File: src/hdl/slf_pkg.sv
// Package for the loop filter and second synthesizer control register bank
package slf_pkg;
    localparam int ADDR_W = 8;
    localparam int DATA_W = 8;
    localparam logic [7:0] OFF_CAP_ONE = 8'h44;
    localparam logic [7:0] OFF_RES_THREE = 8'h45;
    localparam logic [7:0] OFF_CAP_THREE = 8'h46;
    localparam logic [7:0] OFF_CTRL_ZERO = 8'h47;
    localparam int CAP_LSB = 0;
    localparam int CAP_W = 3;
    localparam int RES_LSB = 0;
    localparam int RES_W = 7;
    localparam int PDIV_LSB = 2;
    localparam int PDIV_W = 3;
    localparam int SYNC_BIT = 1;
    localparam int PDN_BIT = 0;
    localparam logic [2:0] CAP_ONE_RST = 3'h0;
    localparam logic [2:0] CAP_THREE_RST = 3'h0;
    localparam logic [6:0] RES_THREE_RST = 7'h00;
    localparam logic [2:0] PDIV_RST = 3'h7;
    localparam logic SYNC_RST = 1'b1;
    localparam logic PDN_RST = 1'b0;
    localparam logic [8:0] CAP_ONE_BASE_PF = 9'h005;
    localparam logic [8:0] CAP_ONE_STEP_PF = 9'h032;
    localparam logic [5:0] CAP_THREE_STEP_PF = 6'h05;
    localparam logic [3:0] PDIV_MIN_RATIO = 4'h2;
    // Cycles the calibration runs after power-up or release of power-down
    localparam int CAL_TIME_NS = 1000;
    localparam int CLK_PERIOD_NS = 20;
    localparam int CAL_CYCLES = (CAL_TIME_NS + CLK_PERIOD_NS - 1) / CLK_PERIOD_NS;

    typedef struct packed {
        logic [ADDR_W-1:0] addr;
        logic [DATA_W-1:0] wdata;
        logic wr;
        logic rd;
    } slf_bus_s;

    typedef struct packed {
        logic [CAP_W-1:0] cap_one_code;
        logic [RES_W-1:0] res_three_code;
        logic [CAP_W-1:0] cap_three_code;
        logic [8:0] cap_one_pf;
        logic [5:0] cap_three_pf;
    } slf_filter_s;

    typedef struct packed {
        logic [PDIV_W-1:0] post_divider;
        logic [3:0] post_ratio;
        logic enable;
        logic cal_reset;
        logic cal_start;
        logic calibrating;
        logic resync;
    } slf_synth2_s;
endpackage

File: src/hdl/slf_regs.sv
// Loop filter and second synthesizer control register bank
// Operation
// Filter cap one is a 3-bit RW code at bits 2:0, reset 0, worth 5 + 50*code pF.
// Filter cap three is a 3-bit RW code at bits 2:0, reset 0, worth 5*code pF.
// Filter res three is a 7-bit RW code at bits 6:0, reset 0x00, bit 7 reserved.
// Every res three code is a valid selection and is passed to the filter unchanged.
// Post divider at bits 4:2 resets to 7; codes 0 and 1 divide by 2, others by code+1.
// Resync enable at bit 1 resets to 1 and lets a sync event realign the channels.
// Power down at bit 0 resets to 0, so the synthesizer starts and calibrates after reset.
// Setting power down disables the synthesizer and holds calibration in reset.
// Clearing power down re-enables the synthesizer and starts calibration by itself.
// Reserved bits read zero and drop writes; defined fields load from nonvolatile storage.
//
// The address-and-strobe port was chosen for this implementation.
`timescale 1ns/1ps
module slf_regs
    import slf_pkg::*;
#(
    parameter int CAL_LEN = CAL_CYCLES
) (
    input wire logic clk,
    input wire logic rstn,
    input wire slf_bus_s bus,
    output logic [DATA_W-1:0] rdata,
    input wire logic nv_load,
    input wire logic [31:0] nv_image,
    input wire logic sync_event,
    output slf_filter_s filter,
    output slf_synth2_s synth2
);
    typedef enum logic [1:0] {SLF_OFF, SLF_CAL, SLF_RUN} slf_state_e;

    logic [CAP_W-1:0] cap_one_q;
    logic [CAP_W-1:0] cap_three_q;
    logic [RES_W-1:0] res_three_q;
    logic [PDIV_W-1:0] pdiv_q;
    logic sync_en_q;
    logic pdn_q;
    logic [DATA_W-1:0] rdata_q;
    slf_filter_s filter_q;
    slf_filter_s filter_d;
    slf_synth2_s synth2_q;
    slf_synth2_s synth2_d;
    slf_state_e state_q, state_d;
    logic [15:0] cal_cnt_q, cal_cnt_d;
    logic sync_m_q, sync_s_q, sync_prev_q;

    // Address decode
    wire hit_c1 = bus.addr == OFF_CAP_ONE;
    wire hit_r3 = bus.addr == OFF_RES_THREE;
    wire hit_c3 = bus.addr == OFF_CAP_THREE;
    wire hit_ct = bus.addr == OFF_CTRL_ZERO;
    wire [DATA_W-1:0] ctrl_rd = {3'h0, pdiv_q, sync_en_q, pdn_q};
    // Unmapped addresses and reserved bits read as zero
    wire [DATA_W-1:0] rd_mux = hit_c1 ? {5'h00, cap_one_q} :
                               hit_r3 ? {1'b0, res_three_q} :
                               hit_c3 ? {5'h00, cap_three_q} :
                               hit_ct ? ctrl_rd : 8'h00;

    // Nonvolatile image byte lanes mirror the register order, reserved bits skipped
    wire [7:0] nv_c1 = nv_image[7:0];
    wire [7:0] nv_r3 = nv_image[15:8];
    wire [7:0] nv_c3 = nv_image[23:16];
    wire [7:0] nv_ct = nv_image[31:24];

    // Write enables; a nonvolatile load beats a bus write in the same cycle
    wire bus_wr = bus.wr & ~nv_load;
    wire ld_c1 = nv_load | (bus_wr & hit_c1);
    wire ld_r3 = nv_load | (bus_wr & hit_r3);
    wire ld_c3 = nv_load | (bus_wr & hit_c3);
    wire ld_ct = nv_load | (bus_wr & hit_ct);

    // Next values keep only defined field bits, so reserved bits are never stored
    wire [CAP_W-1:0] cap_one_d = nv_load ? nv_c1[CAP_LSB +: CAP_W] :
                                           bus.wdata[CAP_LSB +: CAP_W];
    wire [RES_W-1:0] res_three_d = nv_load ? nv_r3[RES_LSB +: RES_W] :
                                             bus.wdata[RES_LSB +: RES_W];
    wire [CAP_W-1:0] cap_three_d = nv_load ? nv_c3[CAP_LSB +: CAP_W] :
                                             bus.wdata[CAP_LSB +: CAP_W];
    wire [PDIV_W-1:0] pdiv_d = nv_load ? nv_ct[PDIV_LSB +: PDIV_W] :
                                         bus.wdata[PDIV_LSB +: PDIV_W];
    wire sync_en_d = nv_load ? nv_ct[SYNC_BIT] : bus.wdata[SYNC_BIT];
    wire pdn_d = nv_load ? nv_ct[PDN_BIT] : bus.wdata[PDN_BIT];

    // Derived analog settings
    wire [8:0] c1_pf = CAP_ONE_BASE_PF + 9'(CAP_ONE_STEP_PF * 9'(cap_one_q));
    wire [5:0] c3_pf = 6'(CAP_THREE_STEP_PF * 6'(cap_three_q));
    wire [3:0] p_ratio = (pdiv_q < 3'h2) ? PDIV_MIN_RATIO : 4'(pdiv_q) + 4'h1;

    // Sync event is asynchronous, so it is synchronised before the edge detect
    wire sync_rise = sync_s_q & ~sync_prev_q;

    always_ff @(posedge clk or negedge rstn) begin
        if (!rstn) begin
            cap_one_q <= CAP_ONE_RST;
        end else if (ld_c1) begin
            cap_one_q <= cap_one_d;
        end
    end

    always_ff @(posedge clk or negedge rstn) begin
        if (!rstn) begin
            res_three_q <= RES_THREE_RST;
        end else if (ld_r3) begin
            res_three_q <= res_three_d;
        end
    end

    always_ff @(posedge clk or negedge rstn) begin
        if (!rstn) begin
            cap_three_q <= CAP_THREE_RST;
        end else if (ld_c3) begin
            cap_three_q <= cap_three_d;
        end
    end

    always_ff @(posedge clk or negedge rstn) begin
        if (!rstn) begin
            pdiv_q <= PDIV_RST;
        end else if (ld_ct) begin
            pdiv_q <= pdiv_d;
        end
    end

    always_ff @(posedge clk or negedge rstn) begin
        if (!rstn) begin
            sync_en_q <= SYNC_RST;
        end else if (ld_ct) begin
            sync_en_q <= sync_en_d;
        end
    end

    // Power down is taken at once; the sequencer below reacts on the next edge
    always_ff @(posedge clk or negedge rstn) begin
        if (!rstn) begin
            pdn_q <= PDN_RST;
        end else if (ld_ct) begin
            pdn_q <= pdn_d;
        end
    end

    always_ff @(posedge clk or negedge rstn) begin
        if (!rstn) begin
            rdata_q <= 8'h00;
        end else begin
            rdata_q <= bus.rd ? rd_mux : 8'h00;
        end
    end

    always_ff @(posedge clk or negedge rstn) begin
        if (!rstn) begin
            sync_m_q <= 1'b0;
            sync_s_q <= 1'b0;
            sync_prev_q <= 1'b0;
        end else begin
            sync_m_q <= sync_event;
            sync_s_q <= sync_m_q;
            sync_prev_q <= sync_s_q;
        end
    end

    // Calibration sequencer; leaves reset through SLF_CAL so a power-up calibrates too
    always_comb begin
        state_d = state_q;
        cal_cnt_d = cal_cnt_q;
        case (state_q)
            SLF_OFF: begin
                if (!pdn_q) begin
                    state_d = SLF_CAL;
                    cal_cnt_d = 16'(CAL_LEN - 1);
                end
            end
            SLF_CAL: begin
                if (pdn_q) begin
                    state_d = SLF_OFF;
                end else if (cal_cnt_q == 16'h0000) begin
                    state_d = SLF_RUN;
                end else begin
                    cal_cnt_d = cal_cnt_q - 16'h0001;
                end
            end
            SLF_RUN: begin
                if (pdn_q) begin
                    state_d = SLF_OFF;
                end
            end
            default: begin
                state_d = SLF_OFF;
            end
        endcase
    end

    always_ff @(posedge clk or negedge rstn) begin
        if (!rstn) begin
            state_q <= SLF_OFF;
            cal_cnt_q <= 16'h0000;
        end else begin
            state_q <= state_d;
            cal_cnt_q <= cal_cnt_d;
        end
    end

    // Output images, gathered before the output flops
    assign filter_d = '{
        cap_one_code: cap_one_q,
        res_three_code: res_three_q,
        cap_three_code: cap_three_q,
        cap_one_pf: c1_pf,
        cap_three_pf: c3_pf
    };
    assign synth2_d = '{
        post_divider: pdiv_q,
        post_ratio: p_ratio,
        enable: ~pdn_q,
        cal_reset: pdn_q,
        cal_start: (state_q == SLF_OFF) && (state_d == SLF_CAL),
        calibrating: state_d == SLF_CAL,
        resync: sync_rise & sync_en_q
    };

    // Outputs are registered so downstream analog controls never see decode glitches
    always_ff @(posedge clk or negedge rstn) begin
        if (!rstn) begin
            filter_q <= '0;
        end else begin
            filter_q <= filter_d;
        end
    end

    always_ff @(posedge clk or negedge rstn) begin
        if (!rstn) begin
            synth2_q <= '0;
        end else begin
            synth2_q <= synth2_d;
        end
    end

    assign rdata = rdata_q;
    assign filter = filter_q;
    assign synth2 = synth2_q;
endmodule // slf_regs

File: config.mk
export PLATFORM = sky130hd
export DESIGN_NAME = slf_regs
export DESIGN_NICKNAME = d
export VERILOG_FILES = /design/src/hdl/slf_pkg.sv /design/src/hdl/slf_regs.sv
export SDC_FILE = /design/constraint.sdc
export NUM_CORES = 1
export LEC_CHECK = 0
export ABC_CLOCK_PERIOD_IN_PS = 2190
export BUFFER_PORTS_ARGS = -buffer_cell sky130_fd_sc_hd__buf_2
export CELL_PAD_IN_SITES_DETAIL_PLACEMENT = 2
export CELL_PAD_IN_SITES_GLOBAL_PLACEMENT = 2
export CORE_ASPECT_RATIO = 1.25
export CORE_MARGIN = 3
export CORE_UTILIZATION = 25
export DETAILED_ROUTE_END_ITERATION = 10
export GPL_ROUTABILITY_DRIVEN = 0
export PLACE_DENSITY = 0.72
export SYNTH_ARGS = -nofsm -noshare
export SYNTH_HDL_FRONTEND = slang
export SYNTH_SLANG_ARGS = --single-unit
File: constraint.sdc
create_clock -name clk -period 2.19 [get_ports clk]
set_clock_uncertainty 0.05 [all_clocks]
set_input_delay 0.1095 -clock clk [delete_from_list [all_inputs] [get_ports clk]]
set_output_delay 0.1095 -clock clk [all_outputs]
set_load 0.005 [all_outputs]
# [Yosys cells after proc, flatten, opt, wreduce, memory -nomap -nowiden]
# Cells that the tools add are included.
# W data, S select, Z words.
[totals] regBits=86 output_inout_bits=48 word_cells=80
[op_classes] addsub=3 n_mul=2 order_cmp=1 n_eq_ne=10 n_mux=21 bitwise_logic=14 n_reduce_logical=5
[op_table] operator="$mux W16" count=3
[op_table] operator="$eq A8 B7 Y1 const B" count=4
[op_table] operator="$pmux W16 S2" count=1
[op_table] operator="$mux W7" count=4
[op_table] operator="$logic_not A16 Y1" count=1
[op_table] operator="$sub A16 B1 Y16 const B" count=1
[op_table] operator="$mux W5" count=2
[op_table] operator="$add A3 B9 Y9 const A" count=1
[op_table] operator="$mux W3" count=3
[op_table] operator="$mul A5 B3 Y8 const A" count=1
[op_table] operator="$mux W2" count=4
[op_table] operator="$and A1 B1 Y1" count=7
[op_table] operator="$mul A3 B3 Y6 const A" count=1
[op_table] operator="$ne A2 B2 Y1 const B" count=3
[op_table] operator="$pmux W2 S3" count=1
[op_table] operator="$add A3 B1 Y4 const B" count=1
[op_table] operator="$eq A2 B1 Y1 const B" count=2
[op_table] operator="$mux W4" count=1
[op_table] operator="$or A1 B1 Y1" count=4
[op_table] operator="$reduce_and A4 Y1" count=1
[op_table] operator="$lt A3 B2 Y1 const B" count=1
[op_table] operator="$not A1 Y1" count=3
[op_table] operator="$eq A2 B2 Y1 const B" count=1
[op_table] operator="$logic_not A2 Y1" count=1
[op_table] operator="other kinds (3)" count=4

# [Depth between registers and ports, before layout]
[depth] depth_word=6 depth_mapped=7 mapped_depth_nobuf=7

# [Worst setup path after synthesis]
# No wires, ideal clock.
[synth_path] path_kind="register -> register" start="register cal_cnt_q[3]" end="register cal_cnt_q[13]" arrival_ns=1.957 setup_slack_ns=0.104 path_stages_with_launch=5 period_less_slack_ns=2.086 path_cell_list="dfrtp_1 or4_4 or4_4 or4_1 a21oi_1"
[synth_between] elab_chain_cells=4
[synth_lines] item="from (decl)" line="slf_regs.sv:45" source="logic [15:0] cal_cnt_q, cal_cnt_d;"
[synth_lines] item="from (signal assigned)" line="slf_regs.sv:199" source="cal_cnt_q <= cal_cnt_d;"
[synth_lines] item="$sub A16 B1 Y16" line="slf_regs.sv:179" source="cal_cnt_d = cal_cnt_q - 16'h0001;"
[synth_lines] item="$mux W16" line="slf_regs.sv:176" source="end else if (cal_cnt_q == 16'h0000) begin"
[synth_lines] item="$mux W16" line="slf_regs.sv:174" source="if (pdn_q) begin"
[synth_lines] item="$pmux W16 S2" line="slf_regs.sv:166" source="case (state_q)"
# Several ways; a longest one is shown, not always the timed one. The select of a mux whose other input is x is not followed.
# A chain may end at the register's enable or synchronous reset.

# [Final worst setup path]
[layout_path] start="register cal_cnt_q[9]" end="register cal_cnt_q[13]"
# Same word-level chain as after synthesis.

==> flow_metrics.env <==
export IMPL_clk_pin_slew_ps=70
export IMPL_half_perimeter_wire_length_after_detailed_placement_mm=7.88
export IMPL_critPathRequiredTime_ps=2410
export IMPL_max_vdd_ir_drop_mv=0.323
export IMPL_crit_chain="or4_4, or4_4, or4_4, a21oi_2"
export IMPL_power_static_leakage_nw=2.27
export IMPL_violations="hold timing"
export IMPL_syn_area_mm2=0.00366
export IMPL_drtIter0Drc=75
export IMPL_timing_setup_critical_path_class="reg -> reg"
export IMPL_post_route_cells_drive_above_1_share_pct=40.1
export IMPL_syn_to_final_growth_pct=34.8
export IMPL_fin_hold_ws_ps=-0.917
export IMPL_post_drt_wl_per_cell_um=18.1
export IMPL_slew_limit_headroom_pct=64.8
export IMPL_max_cap_violations=0
export IMPL_postRouteWirelength_mm=11.1
export IMPL_cts_htree_levels=3
export IMPL_cts_made_buffers=9
export IMPL_total_routing_usage_gr_pct=14.6
export IMPL_finalHoldViolations=1
export IMPL_fmaxAchievable_ghz=0.473
export IMPL_powerDensity_mw_per_mm2=802
export IMPL_end_kind="flop"
export IMPL_final_fill_count=1527
export IMPL_synth_top_area_share_pct=54.0
export IMPL_synth_async_sr_flop_share_pct=100
export IMPL_fp_dieW_um=114
export IMPL_timing_critical_path_slowest_cell_delay_ps=560
export IMPL_grt_pass1_vias=3461
export IMPL_floorplan_core_area_mm2=0.0141
export IMPL_via_count=2948
export IMPL_yosys_cell_count_top_type="dfrtp_1"
export IMPL_grt_antenna_before_repair=0
export IMPL_synthesis_yosys_warnings=0
export IMPL_io_buffer_count=85
export IMPL_critical_path_slowest_cell="or4_4"
export IMPL_crit_top_cell="or4_4"
export IMPL_hold_class="in -> reg"
export IMPL_clock_tree_buffer_depth=2
export IMPL_global_route_wire_length_before_repair_mm=18.3
export IMPL_number_of_enable_flip_flop_cells_after_synthesis=0
export IMPL_clkSinkCount=83
export IMPL_critical_path_startpoint_type="flop"
export IMPL_path_max_fanout=3
export IMPL_netlist_instances=304
export IMPL_finalCritPeriodShare_pct=96.6
export IMPL_postSynthNetCount=369
export IMPL_cp_data_arrival_time_ps=2330
export IMPL_slew_violations=0
export IMPL_design_die_area_mm2=0.0161
export IMPL_cp_top_family="simple AND/OR/NAND/NOR gates"
export IMPL_status="finished, violations left"
export IMPL_floorplan_initialDensity_pct=26.1
export IMPL_clock_root_buffer="clkbuf_16"
export IMPL_ys_flop_type="dfrtp_1"
export IMPL_detail_route_first_pass_iterations=4
export IMPL_synth_cells_most_frequent="79 x dfrtp_1, 20 x mux2_2, 20 x nand2_1, 16 x nor2_1, 13 x a21oi_1"
export IMPL_global_route_overflow_total=0
export IMPL_vias_per_cell=4.82
export IMPL_die_h_um=141
export IMPL_clk_insertion_delay_late_ps=350
export IMPL_synthesis_area_per_instance_um2=12.0
export IMPL_floorplan_rows=48
export IMPL_remaining_drc_errors=0
export IMPL_tritoncts="done"
export IMPL_largest_net_degree_at_the_start_of_global_routing=48
export IMPL_cp_buffers_inverters=0
export IMPL_floorplan_io_pins=102
export IMPL_setup_repair_after_global_routing_missed_its_margin="false"
export IMPL_tightest_slew_ps=528
export IMPL_yosys_register_bits=83
export IMPL_final_setup_viol_count=0
export IMPL_finalSetupTns_ps=0
export IMPL_netlist_cell_type_count=52
export IMPL_finalNetCount=496
export IMPL_antenna_violating_nets_post_route=0
export IMPL_synth_seq_area_share_pct=56.9
export IMPL_netlist_top_cell_by_area="dfrtp_1"
export IMPL_synthTopCellsByArea="dfrtp_1 54%, mux2_2 6.1%, ha_1 3.8%, dfstp_2 2.9%, nand2_1 2.0%"
export IMPL_final_period_minus_worst_setup_slack_ps=2110
export IMPL_ant_cells=0
==> power breakdown <==
group | total [mW] | leakage, nW | switching [mW] | internal [mW]
Combinational | 0.657 | 1.12 | 0.335 | 0.322
Clock | 1.51 | 0.142 | 0.713 | 0.801
Sequential | 1.79 | 1.01 | 0.0981 | 1.69
Total | 3.96 | 2.27 | 1.15 | 2.81
==> per-layer routing <==
| layer | global-route usage, % | share of wire (%) | wire length (µm) |
|---|---|---|---|
| met5 | 0 | 0 | 0 |
| met4 | 4.25 | 1.2 | 136 |
| met3 | 3.80 | 4.8 | 534 |
| met2 | 27.7 | 57 | 6340 |
| met1 | 15.7 | 37 | 4070 |
==> tightest hold or removal path, delay by kind of cell <==
| kind | cells | cell delay, ps |
|---|---|---|
| AND/OR/NAND/NOR | 1 | 110 |
| AO/OA/AOI/OAI | 1 | 60 |
| buffers and inverters | 1 | 110 |
==> cells in the final DEF, fill, tap and decap left out, types with 3 or more instances in the layout <==
master,Yosys,layout
dfstp_2,4,4
nor4_1,7,6
clkbuf_16,0,9
buf_4,4,26
nand4_1,5,5
a31o_2,3,3
nand3_1,4,4
dfrtp_1,79,79
nand2b_1,4,4
a21oi_1,13,12
inv_6,0,3
dlygate4sd3_1,0,19
mux2_2,20,20
mux4_2,3,3
buf_2,0,84
o21ai_0,7,7
or4_1,5,3
ha_1,11,11
inv_1,9,9
nor2_1,16,16
a31oi_1,8,8
mux2i_1,7,7
or2_2,5,5
nand2_1,20,20
xor2_1,3,3
nor3_1,7,7
nor2b_1,12,12
or4_4,3,5
==> final cells by class <==
cell class / instances / area, µm² / share of cell area (%)
clock buffers: 9 / 225 / 4.56
clock inverters: 7 / 70.1 / 1.42
repair buffers: 130 / 826 / 16.7
inverters: 10 / 37.5 / 0.760
multi-input cells: 197 / 1480 / 29.9
well taps: 175 / 219 / 4.43
flip-flops and latches: 83 / 2080 / 42.2
==> metrics by stage <==
| step | cells | power (mW) | worst slack [ps] | utilization [%] | instance area [µm²] |
|---|---|---|---|---|---|
| global placement | 576 | 2.41 | 72.5 | 31.6 | 4430 |
| floorplan | 304 | 2.10 | 104 | - | 3660 |
| global route | 611 | 4.18 | 22.8 | 35.1 | 4940 |
| detailed placement | 576 | 2.45 | 15.3 | 31.6 | 4430 |
| finish | 611 | 3.96 | 75.1 | 35.1 | 4940 |
| CTS | 611 | 4.02 | 3.29 | 35.0 | 4920 |
==> worst paths after layout <==
kind	start	end	slack (ps)	cells past startpoint
worst max register to register	cal_cnt_q[9]	cal_cnt_q[13]	80	4
max in group asynchronous	rstn	pdiv_q[0]	1150	3
min in group asynchronous	rstn	filter[12]	240	2
worst min register to register	sync_m_q	sync_s_q	300	0
worst min-delay path	nv_image[25]	sync_en_q	-0.9	3
worst max-delay path	cal_cnt_q[9]	cal_cnt_q[13]	80	4
==> repair_timing <==
action / in CTS / in global routing
hold buffers: 19 / 0
endpoints found under the setup margin: 0 / 5
buffers inserted: 0 / 0
hold endpoints to repair: 54 / 0
resized for setup: 0 / 5
==> state kept, by name (all words and copies together), names as in the netlist, 2 cells and up <==
register     cells
filter          25
cal_cnt_q       16
synth2          12
rdata            7
res_three_q      7
cap_one_q        3
cap_three_q      3
pdiv_q           3
state_q          2
==> cells by family (layout without fill, tap and decap cells) <==
kind of cell | Yosys count | count (layout) | share of synthesized area [%]
xor+xnor | 4 | 4 | 0.957
simple gates | 106 | 106 | 17.2
fa+ha+maj | 11 | 11 | 3.76
buf+inv | 24 | 156 | 3.28
flops | 83 | 83 | 56.9
other cells | 2 | 2 | 0.205
mux | 30 | 30 | 9.91
compound gates | 44 | 44 | 7.86
Power figures use the tool's default switching activity.
